**src/verilog/watchdog_reset_flag_pkg.sv**
```systemverilog
`default_nettype none
package warf_pkg;
   // ****************************************
   // Register map
   // ****************************************
   localparam logic [7:0] CAUSE_DATA_ADDR = 8'h54; // Reset-cause, data space
   localparam logic [7:0] IO_SPACE_BASE   = 8'h20; // I/O address = data - base
   localparam logic [7:0] CAUSE_IO_ADDR   = 8'h34; // Reset-cause, I/O space
   localparam logic [7:0] CTRL_DATA_ADDR  = 8'h60; // Control, data space only
   localparam logic [7:0] CAUSE_RESET     = 8'h00;
   localparam logic [7:0] CTRL_RESET      = 8'h00;
   // ****************************************
   // Field positions
   // ****************************************
   localparam int WDT_FLAG_BIT = 3; // Watchdog reset flag
   localparam int BOR_FLAG_BIT = 2; // Brown-out flag
   localparam int PIN_FLAG_BIT = 1; // Pin reset flag
   localparam int POR_FLAG_BIT = 0; // Power-on flag
   localparam int IF_BIT       = 7; // Interrupt flag
   localparam int IE_BIT       = 6; // Interrupt enable
   localparam int P3_BIT       = 5; // Prescale MSB
   localparam int CE_BIT       = 4; // Change enable
   localparam int RE_BIT       = 3; // Reset enable
   // ****************************************
   // Timing
   // ****************************************
   localparam int          OSC_FREQ_HZ     = 128000; // Watchdog oscillator
   localparam int          BASE_OSC_CYCLES = 2048;   // Period at code 0
   localparam logic [3:0]  MAX_CODE        = 4'h9;   // Highest legal code
   localparam logic [2:0]  CE_WINDOW_CYC   = 3'h4;   // Change window length
   localparam logic [15:0] RESET_VECTOR    = 16'h0000;
   // ****************************************
   // Types
   // ****************************************
   typedef struct packed {
      logic       int_flag;      // Interrupt flag
      logic       int_enable;    // Interrupt enable
      logic       presc_msb;     // Prescale bit 3
      logic       change_enable; // Timed change window
      logic       reset_enable;  // Reset action
      logic [2:0] presc_low;     // Prescale bits 2:0
   } warf_ctrl_t;
   typedef struct packed {
      logic [3:0] unused;   // Read as zero
      logic       wdt_flag; // Watchdog reset seen
      logic       bor_flag; // Brown-out seen
      logic       pin_flag; // Pin reset seen
      logic       por_flag; // Power-on seen
   } warf_cause_t;
   // Gray order along stop, irq, both, reset
   typedef enum logic [1:0] {
      WARF_STOP = 2'b00,
      WARF_IRQ  = 2'b01,
      WARF_BOTH = 2'b11,
      WARF_RST  = 2'b10
   } warf_mode_t;
endpackage
`default_nettype wire

```
**src/verilog/watchdog_reset_flag_top.sv**
```systemverilog
// Operation
// RULE1: Watchdog reset sets flag; power-on/zero clears
// RULE2: Brown-out sets flag; power-on/zero clears
// RULE3: Pin reset sets flag; power-on/zero clears
// RULE4: Power-on sets flag; only zero-write clears
// RULE5: Cause register at 0x54, I/O 0x34
// RULE6: Timeout sets irq flag; vector/one clears
// RULE7: Interrupt needs global and watchdog enable
// RULE8: Enable bits select stop/irq/reset/both modes
// RULE9: Programmed fuse forces reset mode
// RULE10: Vector in combined mode clears enable, flag
// RULE11: Unserviced combined timeout causes reset
// RULE12: Software re-enables interrupt outside handler
// RULE13: Clear reset-enable, prescale only in window
// RULE14: Change enable self-clears after four cycles
// RULE15: Watchdog reset flag forces reset enable
// RULE16: Period is 2048 shifted by code
// RULE17: Control register 0x60 bit layout
// RULE18: Every reset starts at address zero
// RULE19: Software reads then clears cause early
// RULE20: Software writes change, then value, in window
// RULE21: Counter counts separate oscillator ticks
// RULE22: Reset timeout gives one-cycle reset pulse
// RULE23: Software restarts counter before timeout
// RULE24: Timeout and restart zero the counter
`timescale 1ns/10ps
`default_nettype none
module warf_top #(
   parameter int P_BASE = warf_pkg::BASE_OSC_CYCLES // Shorten for simulation
) (
   input  wire logic        sys_clk_i,
   input  wire logic        resetn_i,
   input  wire logic [7:0]  reg_addr_i,   // Register address
   input  wire logic        reg_io_i,     // Address is I/O space
   input  wire logic        reg_wr_i,     // Write strobe
   input  wire logic        reg_rd_i,     // Read strobe
   input  wire logic [7:0]  reg_wdata_i,  // Write data
   output logic      [7:0]  reg_rdata_o,  // Read data, one cycle later
   input  wire logic        por_event_i,  // Power-on reset seen
   input  wire logic        bor_event_i,  // Brown-out reset seen
   input  wire logic        pin_event_i,  // External pin reset seen
   input  wire logic        fuse_n_i,     // Always-on fuse, 0 = programmed
   input  wire logic        gie_i,        // Global interrupt enable
   input  wire logic        vector_ack_i, // Watchdog vector executing
   input  wire logic        restart_i,    // Restart instruction
   input  wire logic        osc_tick_i,   // One pulse per oscillator cycle
   output logic             wdt_irq_o,    // Interrupt request
   output logic             wdt_reset_o,  // System reset pulse
   output logic      [15:0] reset_pc_o    // Start address after reset
);
   // ****************************************
   // Helpers
   // ****************************************
   // Timeout count; reserved codes behave as the longest period
   function automatic logic [20:0] period_last(input logic [3:0] code);
      logic [3:0] c;
      c = (code > warf_pkg::MAX_CODE) ? warf_pkg::MAX_CODE : code;
      return 21'((P_BASE << c) - 1); // RULE16
   endfunction
   // Mode decode, reused by logic and checks
   function automatic warf_pkg::warf_mode_t mode_of(input logic re, input logic ie,
                                                   input logic fuse_n);
      if (!fuse_n) begin
         return warf_pkg::WARF_RST; // RULE9
      end
      case ({re, ie}) // RULE8
         2'b01:   return warf_pkg::WARF_IRQ;
         2'b10:   return warf_pkg::WARF_RST;
         2'b11:   return warf_pkg::WARF_BOTH;
         default: return warf_pkg::WARF_STOP;
      endcase
   endfunction

   // ****************************************
   // State
   // ****************************************
   warf_pkg::warf_ctrl_t  ctrl_reg,  ctrl_next;  // Control register
   warf_pkg::warf_cause_t cause_reg, cause_next; // Reset-cause register
   logic [20:0]           cnt_reg,   cnt_next;   // Oscillator count
   logic [2:0]            ce_reg,    ce_next;    // Change window left
   logic [7:0]            rdata_reg, rdata_next; // Read data
   logic                  irq_reg,   irq_next;
   logic                  rst_reg,   rst_next;
   // Decoded address selects, mode and timeout
   logic                  sel_cause;
   logic                  sel_ctrl;
   logic                  timeout;
   warf_pkg::warf_mode_t  mode;

   // Address decode for both spaces
   always_comb begin
      sel_cause = reg_io_i ? (reg_addr_i == warf_pkg::CAUSE_IO_ADDR)
                           : (reg_addr_i == warf_pkg::CAUSE_DATA_ADDR); // RULE5
      sel_ctrl  = !reg_io_i && (reg_addr_i == warf_pkg::CTRL_DATA_ADDR); // RULE17
      mode      = mode_of(ctrl_reg.reset_enable, ctrl_reg.int_enable, fuse_n_i);
      timeout   = (mode != warf_pkg::WARF_STOP) && osc_tick_i &&
                  (cnt_reg == period_last({ctrl_reg.presc_msb, ctrl_reg.presc_low}));
   end

   // ****************************************
   // Counter and timeout action
   // ****************************************
   // Count oscillator ticks; zero on timeout, restart or stop
   always_comb begin
      cnt_next = cnt_reg;
      rst_next = 1'b0;
      if (timeout || restart_i || mode == warf_pkg::WARF_STOP) begin
         cnt_next = '0; // RULE24
      end else if (osc_tick_i) begin
         cnt_next = cnt_reg + 21'h000001; // RULE21
      end
      if (timeout) begin
         // Combined mode resets only when the flag is still pending
         case (mode)
            warf_pkg::WARF_RST:  rst_next = 1'b1; // RULE22
            warf_pkg::WARF_BOTH: rst_next = ctrl_reg.int_flag; // RULE11
            default:             rst_next = 1'b0;
         endcase
      end
   end

   // ****************************************
   // Reset-cause flags
   // ****************************************
   // Events win over a software clear in the same cycle
   always_comb begin
      cause_next = cause_reg;
      if (reg_wr_i && sel_cause) begin
         cause_next.wdt_flag = cause_reg.wdt_flag & reg_wdata_i[warf_pkg::WDT_FLAG_BIT];
         cause_next.bor_flag = cause_reg.bor_flag & reg_wdata_i[warf_pkg::BOR_FLAG_BIT];
         cause_next.pin_flag = cause_reg.pin_flag & reg_wdata_i[warf_pkg::PIN_FLAG_BIT];
         cause_next.por_flag = cause_reg.por_flag & reg_wdata_i[warf_pkg::POR_FLAG_BIT]; // RULE4
      end
      if (por_event_i) begin
         cause_next.wdt_flag = 1'b0; // RULE1
         cause_next.bor_flag = 1'b0; // RULE2
         cause_next.pin_flag = 1'b0; // RULE3
         cause_next.por_flag = 1'b1; // RULE4
      end
      if (rst_next) begin
         cause_next.wdt_flag = 1'b1; // RULE1
      end
      if (bor_event_i) begin
         cause_next.bor_flag = 1'b1; // RULE2
      end
      if (pin_event_i) begin
         cause_next.pin_flag = 1'b1; // RULE3
      end
      cause_next.unused = 4'h0;
   end

   // ****************************************
   // Control register
   // ****************************************
   // Software prescale changes and reset-enable clears happen only inside the timed window
   always_comb begin
      ctrl_next = ctrl_reg;
      ce_next   = (ce_reg != 3'h0) ? ce_reg - 3'h1 : 3'h0; // RULE14
      if (reg_wr_i && sel_ctrl) begin
         ctrl_next.int_enable = reg_wdata_i[warf_pkg::IE_BIT];
         if (reg_wdata_i[warf_pkg::IF_BIT]) begin
            ctrl_next.int_flag = 1'b0; // RULE6
         end
         if (ce_reg != 3'h0) begin
            ctrl_next.reset_enable = reg_wdata_i[warf_pkg::RE_BIT]; // RULE13
            ctrl_next.presc_msb    = reg_wdata_i[warf_pkg::P3_BIT];
            ctrl_next.presc_low    = reg_wdata_i[2:0];
         end else begin
            // Setting is always allowed, clearing is not
            ctrl_next.reset_enable = ctrl_reg.reset_enable | reg_wdata_i[warf_pkg::RE_BIT];
         end
         if (reg_wdata_i[warf_pkg::CE_BIT] && reg_wdata_i[warf_pkg::RE_BIT]) begin
            ce_next = warf_pkg::CE_WINDOW_CYC; // RULE14
         end else begin
            ce_next = 3'h0; // Second write closes the window
         end
      end
      if (vector_ack_i) begin
         ctrl_next.int_flag = 1'b0; // RULE6
         if (mode == warf_pkg::WARF_BOTH) begin
            ctrl_next.int_enable = 1'b0; // RULE10
         end
      end
      if (timeout && (mode == warf_pkg::WARF_IRQ || mode == warf_pkg::WARF_BOTH)) begin
         ctrl_next.int_flag = 1'b1; // RULE6
      end
      if (por_event_i || bor_event_i || pin_event_i || rst_next) begin
         ctrl_next = warf_pkg::CTRL_RESET;
         ce_next   = 3'h0;
      end
      if (cause_next.wdt_flag || !fuse_n_i) begin
         ctrl_next.reset_enable = 1'b1; // RULE15
      end
      if (!fuse_n_i) begin
         ctrl_next.int_enable = 1'b0; // RULE9
      end
      ctrl_next.change_enable = (ce_next != 3'h0);
   end

   // ****************************************
   // Outputs
   // ****************************************
   // Registered read data; unmapped reads give zero
   always_comb begin
      rdata_next = 8'h00;
      if (reg_rd_i && sel_cause) begin
         rdata_next = cause_reg;
      end else if (reg_rd_i && sel_ctrl) begin
         rdata_next = ctrl_reg;
      end
      irq_next = ctrl_next.int_flag && ctrl_next.int_enable && gie_i; // RULE7
   end

   // Register all state
   always_ff @(posedge sys_clk_i) begin
      if (!resetn_i) begin
         ctrl_reg   <= warf_pkg::CTRL_RESET;
         cause_reg  <= warf_pkg::CAUSE_RESET;
         cnt_reg    <= '0;
         ce_reg     <= 3'h0;
         rdata_reg  <= 8'h00;
         irq_reg    <= 1'b0;
         rst_reg    <= 1'b0;
         reset_pc_o <= warf_pkg::RESET_VECTOR; // RULE18
      end else begin
         ctrl_reg   <= ctrl_next;
         cause_reg  <= cause_next;
         cnt_reg    <= cnt_next;
         ce_reg     <= ce_next;
         rdata_reg  <= rdata_next;
         irq_reg    <= irq_next;
         rst_reg    <= rst_next;
         reset_pc_o <= warf_pkg::RESET_VECTOR; // RULE18
      end
   end

   assign reg_rdata_o = rdata_reg;
   assign wdt_irq_o   = irq_reg;
   assign wdt_reset_o = rst_reg;
endmodule
`default_nettype wire
```
**config.mk**
```make
export PLATFORM = sky130hd
export DESIGN_NAME = warf_top
export DESIGN_NICKNAME = d
export VERILOG_FILES = /design/src/verilog/watchdog_reset_flag_pkg.sv /design/src/verilog/watchdog_reset_flag_top.sv
export SDC_FILE = /design/constraint.sdc
export NUM_CORES = 1
export LEC_CHECK = 0
export BUFFER_PORTS_ARGS = -buffer_cell sky130_fd_sc_hd__buf_2
export CAP_MARGIN = 20
export CORE_AREA = 2 2 74 76
export CTS_CLUSTER_DIAMETER = 200
export DETAILED_ROUTE_END_ITERATION = 8
export DIE_AREA = 0 0 76 78
export GPL_ROUTABILITY_DRIVEN = 0
export PLACE_DENSITY = 0.73
export SKIP_LAST_GASP = 1
export SLEW_MARGIN = 10
export SYNTH_ARGS = -nofsm -noshare
export SYNTH_HDL_FRONTEND = slang
export SYNTH_SLANG_ARGS = --single-unit
```
**constraint.sdc**
```tcl
create_clock -name sys_clk_i -period 4.2 [get_ports sys_clk_i]
set_input_delay 0 -clock sys_clk_i [delete_from_list [all_inputs] [get_ports sys_clk_i]]
set_output_delay 0 -clock sys_clk_i [all_outputs]
set_load 0.01 [all_outputs]
```
After elaboration in Yosys (flattened, before gate mapping)
Cells that the tools add are included.

Multiplexer cells: 29. $lt $le $gt $ge: 1. Equal/unequal tests: 10. Shift operators: 1. Bitwise gates (word level): 6. Add/sub/neg operators: 3. Reductions and logical operators: 31.

Operator list (count): 2-to-1 mux 8 bit (3); adder 21 x 1 -> 21 bit (second input constant) (1); equality test 21 bit (1); << shifter 12 x 4 -> 21 bit (first input constant) (1); subtractor 21 x 2 -> 21 bit (second input constant) (1); 2-to-1 mux 3 bit (6); equality test 8 x 7 -> 1 bit (second input constant) (2); 2-to-1 mux 4 bit (4); nonzero test 3 bit (5); 2-to-1 mux 1 bit (12); logical AND 1 bit (11); equality test 2 bit (second input constant) (4); equality test 8 x 6 -> 1 bit (second input constant) (1); logical OR 1 bit (7); one-hot mux 2 bit (3 select lines) (1); AND 1 bit (4); equality test 2 x 1 -> 1 bit (second input constant) (2); > comparator 4 bit (second input constant) (1); 2-to-1 mux 2 bit (2); nonzero test 2 bit (2); OR reduction 2 bit (2); subtractor 3 x 1 -> 3 bit (second input constant) (1); logical NOT 1 bit (2); logical NOT 2 bit (1); 4 further kinds (4).

Flip-flop bits (word level): 50. Input bits: 29. Logic and storage cells: 97. Output and inout port bits: 26.

Logic depth before layout (Yosys ltp)
Gate-level depths: netlist of run 1.

Depth after elaboration: 12. Depth in mapped cells: 12. Mapped depth without buffers: 9.

Worst setup path before layout of run 1
No wires, ideal clock.

Kind: register -> register. Start point: register ctrl_reg[2] (netlist bit). End point: register irq_reg (netlist: wdt_irq_o). Stages on the path, launching flop included: 11. Library setup time: 0.088 ns. Data arrival time: 2.541 ns. Data required time: 4.112 ns. Path slack: 1.571 ns. Cell sequence: dfxtp_1 > or4_4 > ha_1 > buf_2 > nor4b_2 > o21ai_1 > a311oi_2 > nor4_2 > nand3b_4 > buf_12 > nor4_4.

Longest elaborated chain between the ends: 12. Elaborated cells between the ends (all ways): 14.

RTL lines: start: declaration (RTL line watchdog_reset_flag_top.sv:77) `warf_pkg::warf_ctrl_t ctrl_reg, ctrl_next;`; start signal: assignment (RTL line watchdog_reset_flag_top.sv:217) `ctrl_reg <= warf_pkg::CTRL_RESET;`; start signal: assignment (RTL line watchdog_reset_flag_top.sv:226) `ctrl_reg <= ctrl_next;`; > comparator 4 bit (RTL line watchdog_reset_flag_top.sv:57) `c = (code > warf_pkg::MAX_CODE) ? warf_pkg::MAX_CODE : code;`; 2-to-1 mux 4 bit * (RTL line watchdog_reset_flag_top.sv:57); << shifter 12 x 4 -> 21 bit * (RTL line watchdog_reset_flag_top.sv:58) `return 21'((P_BASE << c) - 1);`; subtractor 21 x 2 -> 21 bit * (RTL line watchdog_reset_flag_top.sv:58); equality test 21 bit * (RTL line watchdog_reset_flag_top.sv:97) `(cnt_reg == period_last({ctrl_reg.presc_msb, ctrl_reg.presc_low}));`; logical AND 1 bit * (RTL line watchdog_reset_flag_top.sv:96) `timeout = (mode != warf_pkg::WARF_STOP) && osc_tick_i &&`; 2-to-1 mux 1 bit (RTL line watchdog_reset_flag_top.sv:112) `if (timeout) begin`; logical OR 1 bit (RTL line watchdog_reset_flag_top.sv:187) `if (por_event_i || bor_event_i || pin_event_i || rst_next) begin`; 2-to-1 mux 8 bit * (RTL line watchdog_reset_flag_top.sv:187); 2-to-1 mux 1 bit (RTL line watchdog_reset_flag_top.sv:194) `if (!fuse_n_i) begin`; logical AND 1 bit * (2 in series) (RTL line watchdog_reset_flag_top.sv:211) `irq_next = ctrl_next.int_flag && ctrl_next.int_enable && gie_i;`; end signal: assignment (RTL line watchdog_reset_flag_top.sv:231) `irq_reg <= irq_next;`; end: declaration (RTL line watchdog_reset_flag_top.sv:82) `logic irq_reg, irq_next;`.

Every way passes the cells marked *; elsewhere a longest branch is shown, timed or not. A chain may end at the register's enable or synchronous reset.

Final worst setup path of run 1
Start point: register ctrl_reg[2] (netlist bit). End point: register ce_reg[0].

Longest elaborated chain between the ends: 9.

RTL lines: > comparator 4 bit (RTL line watchdog_reset_flag_top.sv:57); 2-to-1 mux 4 bit * (RTL line watchdog_reset_flag_top.sv:57); << shifter 12 x 4 -> 21 bit * (RTL line watchdog_reset_flag_top.sv:58); subtractor 21 x 2 -> 21 bit * (RTL line watchdog_reset_flag_top.sv:58); equality test 21 bit * (RTL line watchdog_reset_flag_top.sv:97); logical AND 1 bit * (RTL line watchdog_reset_flag_top.sv:96); 2-to-1 mux 1 bit * (RTL line watchdog_reset_flag_top.sv:112); logical OR 1 bit * (RTL line watchdog_reset_flag_top.sv:187); 2-to-1 mux 3 bit * (RTL line watchdog_reset_flag_top.sv:187); end signal: assignment (RTL line watchdog_reset_flag_top.sv:229) `ce_reg <= ce_next;`; end: declaration (RTL line watchdog_reset_flag_top.sv:80) `logic [2:0] ce_reg, ce_next;`.

Marked as above.

==> run metrics, run 1 <==
status=completed; largest cells by area after synthesis=dfxtp_1 (37%), nor2_1 (6.0%), buf_4 (5.4%), xor2_1 (5.3%), xnor2_1 (3.5%); WHS Path Cells=2; worst hold-check path type=primary input to flip-flop; combinational power share=6.7%; endpoints failing hold=0; VDD IR max=0.180 mV; CTS tree=yes; Area Growth Syn to Fin=12.9%; Post-synth ARST share=0%; CTS Buf Count=5; Post-synth EDFFs=0; first-pass GRT wire length=8150 um; Final #Nets=352; DRT antenna net count=0; count of pins over their slew limit=0; vias in the first global route=1828; MaxCap Viol Count=0; Ports=55; max FFs per register=21; most numerous cell in the Yosys netlist=dfxtp_1; reg-to-reg setup timing slack=1.17 ns; setup tns final=0 ns; switching share of power=22.1%; post-CTS sizing=0; Clock power frac=35.4%; RSZ-0062 raised after global routing=false; Synth Area per Inst=8.95 um2; number of DRC markers in iteration 0=89; Routed WL=4970 um; cell internal pwr=593 uW; clk buf depth=2; post-synth top area share=37.0%; reg2reg path depth=8; Die Footprint=5930 um2; starting density of the core=49.4%; CP startpoint kind=flip-flop; Tmin final=3.03 ns; Clk Latency, worst-skew pair=0.30 ns; smallest hold slack=0.00151 ns; fin crit share=72.1%; total track usage=16.9%; drt pass-1 iters=4; buffer count from post-CTS setup fixing=0; Worst Skew=0.00825 ns; # rows=26; Die Width=76 um; # port buffers=38; critical path endpoint category=flip-flop; sequential area share after synthesis=37.0%; flops & latches, synth=46; Synth area leader=dfxtp_1; Worst setup endpoint=ce_reg[0]$_SDFF_PN0_; Die Y=78 um; DR vias=2004; Placeable Area=5040 um2; r2r endpoint=ce_reg[0]$_SDFF_PN0_; P_sw=168 uW; Post-Syn Instances=278; post-synth cell types=53; initial antenna violation count=0; final setup vio count=0; wire per inst=between 10 and 15 um; crit path from=ctrl_reg[2]$_SDFFE_PP0P_; Root Driver=clkbuf_8; relative slew slack=58.7%; ratio of cells with drive above 1 in the final layout=21.7%; Arr. time, crit path=approximately 3.2 ns; Reg clk slew, reported paths=0.08 ns; FF-to-FF Start=ctrl_reg[2]$_SDFFE_PP0P_; grt ovf=0; drt drc=0; P per Cell Area=271 nW/um2; Mapped Area=between 2000 and 2500 um2; sequential share of power=~58%; Leak=1.07 nW; critical path type=flip-flop to flip-flop; vias per cell=5.11; Synth Warn #=0; diode count=0; pin count of the biggest net entering global routing=19; # clock sinks=46; Slew @ Worst Pin=0.613 ns; Max FO, Critical Path=18; CP required=4.41 ns; DP HPWL=3720 um; Max Freq=330 MHz; H-tree Lvls=2; Commonest cells post-synth=dfxtp_1 (46), nor2_1 (40), buf_4 (18); ys flop type=dfxtp_1
## worst min path at each step
stage	start	end
2_1_floorplan	fuse_n_i	ctrl_reg[3]$_SDFFE_PN0P_
3_3_place_gp	bor_event_i	cause_reg[2]$_SDFFE_PN0P_
3_5_place_dp	bor_event_i	cause_reg[2]$_SDFFE_PN0P_
4_1_cts	resetn_i	wdt_reset_o$_SDFF_PN0_
5_1_grt	reg_wdata_i[3]	ctrl_reg[4]$_SDFF_PN0_
6_report	resetn_i	wdt_reset_o$_SDFF_PN0_
## cells by family after synthesis
logic type | Yosys count | share of synthesized area [%]
AND/OR/NAND/NOR | 124 | 30.1
flip-flops | 46 | 37.0
AO/OA/AOI/OAI | 39 | 10.8
buffers and inverters | 34 | 9.05
XOR/XNOR | 26 | 9.45
multiplexers | 6 | 2.41
adder cells (fa/ha/maj) | 2 | 1.01
other | 1 | 0.151
## through the flow
step,total power [mW],cell area (um2),setup slack (ns),utilization [%],cells
2_1_floorplan,0.486,2540,1.57,-,293
3_3_place_gp,0.494,2630,1.32,52.1,375
3_5_place_dp,0.495,2630,1.20,52.1,375
4_1_cts,0.769,2810,1.18,55.7,392
5_1_grt,0.795,2810,0.944,55.7,392
6_report,0.761,2810,1.17,55.7,392
## routing by layer
metal / up-vias / GRT usage (%) / wire (um)
met4: 0 / 5.45 / 72
li1: 1024 / - / -
met3: 9 / 3.60 / 183
met1: 931 / 20.4 / 2200
met2: 40 / 30.2 / 2510
met5: - / 0 / 0
## cell type report
cell class	count	area (um2)
Tap cell	70	87.6
Sequential cell	46	921
Multi-Input combinational cell	213	1400
Fill cell	485	2230
Timing Repair Buffer	47	280
Clock inverter	1	5.00
Inverter	8	30.0
Clock buffer	7	86.3
## cell usage in the layout, fill, tap and decap left out, types with 3 or more instances in the layout
cell	netlist	routed
xnor2_1	10	10
nand4_1	4	4
nor2_2	4	4
mux2i_1	6	6
xor2_1	15	15
a21oi_1	8	8
nand2_1	15	15
nor4b_2	3	3
nor2_1	40	40
clkbuf_8	0	6
and2_1	5	5
o211ai_1	4	4
or2_2	3	3
dlygate4sd3_1	0	9
a22oi_1	4	4
inv_1	8	8
o21ai_0	7	7
nor4_1	4	4
nand3_1	11	11
conb_1	1	16
nor3_1	4	4
and3_1	8	8
buf_2	5	38
a31oi_1	7	7
dfxtp_1	46	46
## what timing repair did
item / 4_1_cts / 5_1_grt
hold endpoints to repair: 9 / 0
setup endpoints to repair: 0 / 0
hold buffers: 9 / 0
## worst max-delay path: stages, from the launching register on
cell and delay (ns):
dfxtp_1 0.48, or4_4 0.63, ha_1 0.35, nor4b_2 0.32, o21ai_1 0.14, a311oi_2 0.32, nor4_2 0.12, nand3b_4 0.28
nor4_1 0.31
## power groups by stage
stage | Sequential [mW] | Combinational (mW) | Clock [mW]
floorplan | 0.450 | 0.0358 | 0
global placement | 0.451 | 0.0429 | 0
detailed placement | 0.451 | 0.0437 | 0
CTS | 0.441 | 0.0504 | 0.278
global route | 0.441 | 0.0560 | 0.298
finish | 0.441 | 0.0509 | 0.269
No activity file was read; power rests on OpenSTA's default activity.
==> run 2: changes to the inputs <==
--- a/config.mk
+++ b/config.mk
@@ -7,12 +7,12 @@
 export LEC_CHECK = 0
 export BUFFER_PORTS_ARGS = -buffer_cell sky130_fd_sc_hd__buf_2
 export CAP_MARGIN = 20
-export CORE_AREA = 2 2 74 76
+export CORE_AREA = 2 2 75 77
 export CTS_CLUSTER_DIAMETER = 200
 export DETAILED_ROUTE_END_ITERATION = 8
-export DIE_AREA = 0 0 76 78
+export DIE_AREA = 0 0 77 79
 export GPL_ROUTABILITY_DRIVEN = 0
-export PLACE_DENSITY = 0.73
+export PLACE_DENSITY = 0.74
 export SKIP_LAST_GASP = 1
 export SLEW_MARGIN = 10
 export SYNTH_ARGS = -nofsm -noshare
==> constraint.sdc (replaced) <==
create_clock -name sys_clk_i -period 2.7 [get_ports sys_clk_i]
set_input_delay 0 -clock sys_clk_i [delete_from_list [all_inputs] [get_ports sys_clk_i]]
set_output_delay 0 -clock sys_clk_i [all_outputs]
set_load 0.01 [all_outputs]
==> run metrics, run 2 (synthesized netlist as in run 1, its figures left out) <==
diode count=0 (unchanged); Ports=55 (unchanged); Die Footprint=6080 um2 (+2.6%); max FFs per register=21 (unchanged); DP HPWL=3730 um (+0.31%); GR peak layer=met2; Worst path slowest cell=or4_4; dpl ws=0.00303 ns (-1.20 ns); Final #Nets=364 (+3.4%); worst setup margin=0.0859 ns (-1.08 ns); H-tree Lvls=2 (unchanged); worst hold-check path type=primary input to flip-flop; GRT met2 Usage=28.3% (-1.8 points); vias in the first global route=1827 (-0.055%); count of pins over their slew limit=0 (unchanged); combinational power share=7.1% (+0.4 points); status=completed; Area Growth Syn to Fin=18.4%; cell internal pwr=892 uW (+50%); MaxCap Viol Count=0 (unchanged); fin crit share=96.8% (+25 points); pin count of the biggest net entering global routing=18 (-1); Cell Chain, Critical Path=or4_4 > ha_4 > buf_4 > xor2_2 > xnor2_1 > o2111ai_2 > nor4_4 > nand3b_4 > buf_4 > a21oi_1; relative slew slack=59.5% (+0.80 points); Max Freq=383 MHz (+16%); critical path type=flip-flop to flip-flop; setup tns final=0 ns (unchanged); Worst Skew=0.00667 ns (-0.00158 ns); CP required=2.89 ns (-1.52 ns); most frequent cells in the layout=dfxtp_1 (46), nor2_1 (40), buf_2 (38); drt drc=0 (unchanged); sequential share of power=58.9% (+1.0 points); vias per cell=5.08 (-0.70%); DR vias=2056 (+2.6%); Arr. time, crit path=2.80 ns (-0.44 ns); Leak=1.16 nW (+8.1%); Slew @ Worst Pin=0.601 ns (-0.0119 ns); Reg clk slew, reported paths=0.08 ns (about the same); HP Start=resetn_i; commonest non-fill, non-tap cell in the layout=dfxtp_1; Placeable Area=5340 um2 (+5.9%); Routed WL=5190 um (+4.5%); Root Driver=clkbuf_8; total track usage=17.1% (+0.17 points); number of DRC markers in iteration 0=108 (+21%); CTS Buf Count=5 (unchanged); Clock power frac=34.0% (-1.4 points); CTS tree=yes; Final Util=55.2% (-0.50 points); switching share of power=23.4% (+1.3 points); P_sw=272 uW (+62%); DRT antenna net count=0 (unchanged); # port buffers=38 (unchanged); CP startpoint kind=flip-flop; initial antenna violation count=0 (unchanged); critical path's largest stage delay=0.58 ns (-0.05 ns); first-pass GRT wire length=8310 um (+2.0%); VDD IR max=0.333 mV (+85%); crit path from=ctrl_reg[2]$_SDFFE_PP0P_; met1 usage=21.1% (+0.76 points); Clk Latency, worst-skew pair=0.30 ns (about the same); met3 usage=4.77% (+1.2 points); # rows=27 (+3.8%); grt ovf=0 (unchanged); P per Cell Area=395 nW/um2 (+46%); ratio of cells with drive above 1 in the final layout=25.5% (+3.8 points); Max FO, Critical Path=7 (-11); Die Y=79 um (+1.3%); drt pass-1 iters=4 (unchanged); starting density of the core=46.6% (-2.7 points); critical path endpoint category=flip-flop; FF-to-FF Start=ctrl_reg[2]$_SDFFE_PP0P_; cell repeated most along the worst path=buf_4; # clock sinks=46 (unchanged); final setup vio count=0 (unchanged); wire per inst=12.8 um (+1.1%); endpoints failing hold=0 (unchanged); Die Width=77 um (+1.3%); Tmin final=2.61 ns (-0.415 ns); clk buf depth=2 (unchanged)
-- run 2: layer usage --
metal | routed length (um) | vias up
met5 | 0 | -
met4 | 92 | 0
met3 | 222 | 12
met1 | 2330 | 956
met2 | 2550 | 44
li1 | - | 1044
-- run 2: final cells by class --
type                            instances  area (um2)
Fill cell                             498        2390
Multi-Input combinational cell        214        1450
Sequential cell                        46         921
Timing Repair Buffer                   58         375
Tap cell                               72        90.1
Clock buffer                            5        68.8
Inverter                                8        30.0
Clock inverter                          2        10.0
-- run 2: power by group through the flow --
stage,combinational [mW],clock (mW),sequential (mW)
after global routing,0.0910,0.434,0.686
after floorplan,0.0556,0,0.701
final,0.0825,0.395,0.686
after CTS,0.0801,0.400,0.685
after detailed placement,0.0676,0,0.702
after global placement,0.0670,0,0.702
-- run 2: through the flow --
step	hold WS, ns	std cells	instance area (um2)	total power [mW]
2_1_floorplan	0.106	293	2540	0.756
3_3_place_gp	0.235	384	2680	0.769
3_5_place_dp	0.238	384	2680	0.769
4_1_cts	0.00161	402	2880	1.17
5_1_grt	0.0179	405	2950	1.21
6_report	0.00885	405	2950	1.16
-- run 2: path summary, 6_finish.rpt --
check / endpoint / slack (ns) / cells after the start
worst max register to register: ce_reg[2]$_SDFF_PN0_ / 0.09 / 10
worst min-delay path: wdt_reset_o$_SDFF_PN0_ / 0.009 / 2
worst min register to register: reg_rdata_o[4]$_SDFF_PP0_ / 0.43 / 1
worst max-delay path: ce_reg[2]$_SDFF_PN0_ / 0.09 / 10
-- run 2: repair_timing --
action	CTS	global route
hold endpoints to repair	10	0
hold buffers	9	0
pin swaps	1	6
gates resized for setup	1	6
buffers inserted	2	2
gates cloned	0	1
setup endpoints to repair	2	27
-- run 2: critical path: cells and delay by family, from the launching register on --
family	cells	cell delay (ns)
AO/OA/AOI/OAI	2	0.21
XOR/XNOR	2	0.31
adder cells (fa/ha/maj)	1	0.22
buffers and inverters	2	0.30
flip-flops	1	0.32
AND/OR/NAND/NOR	3	1.14
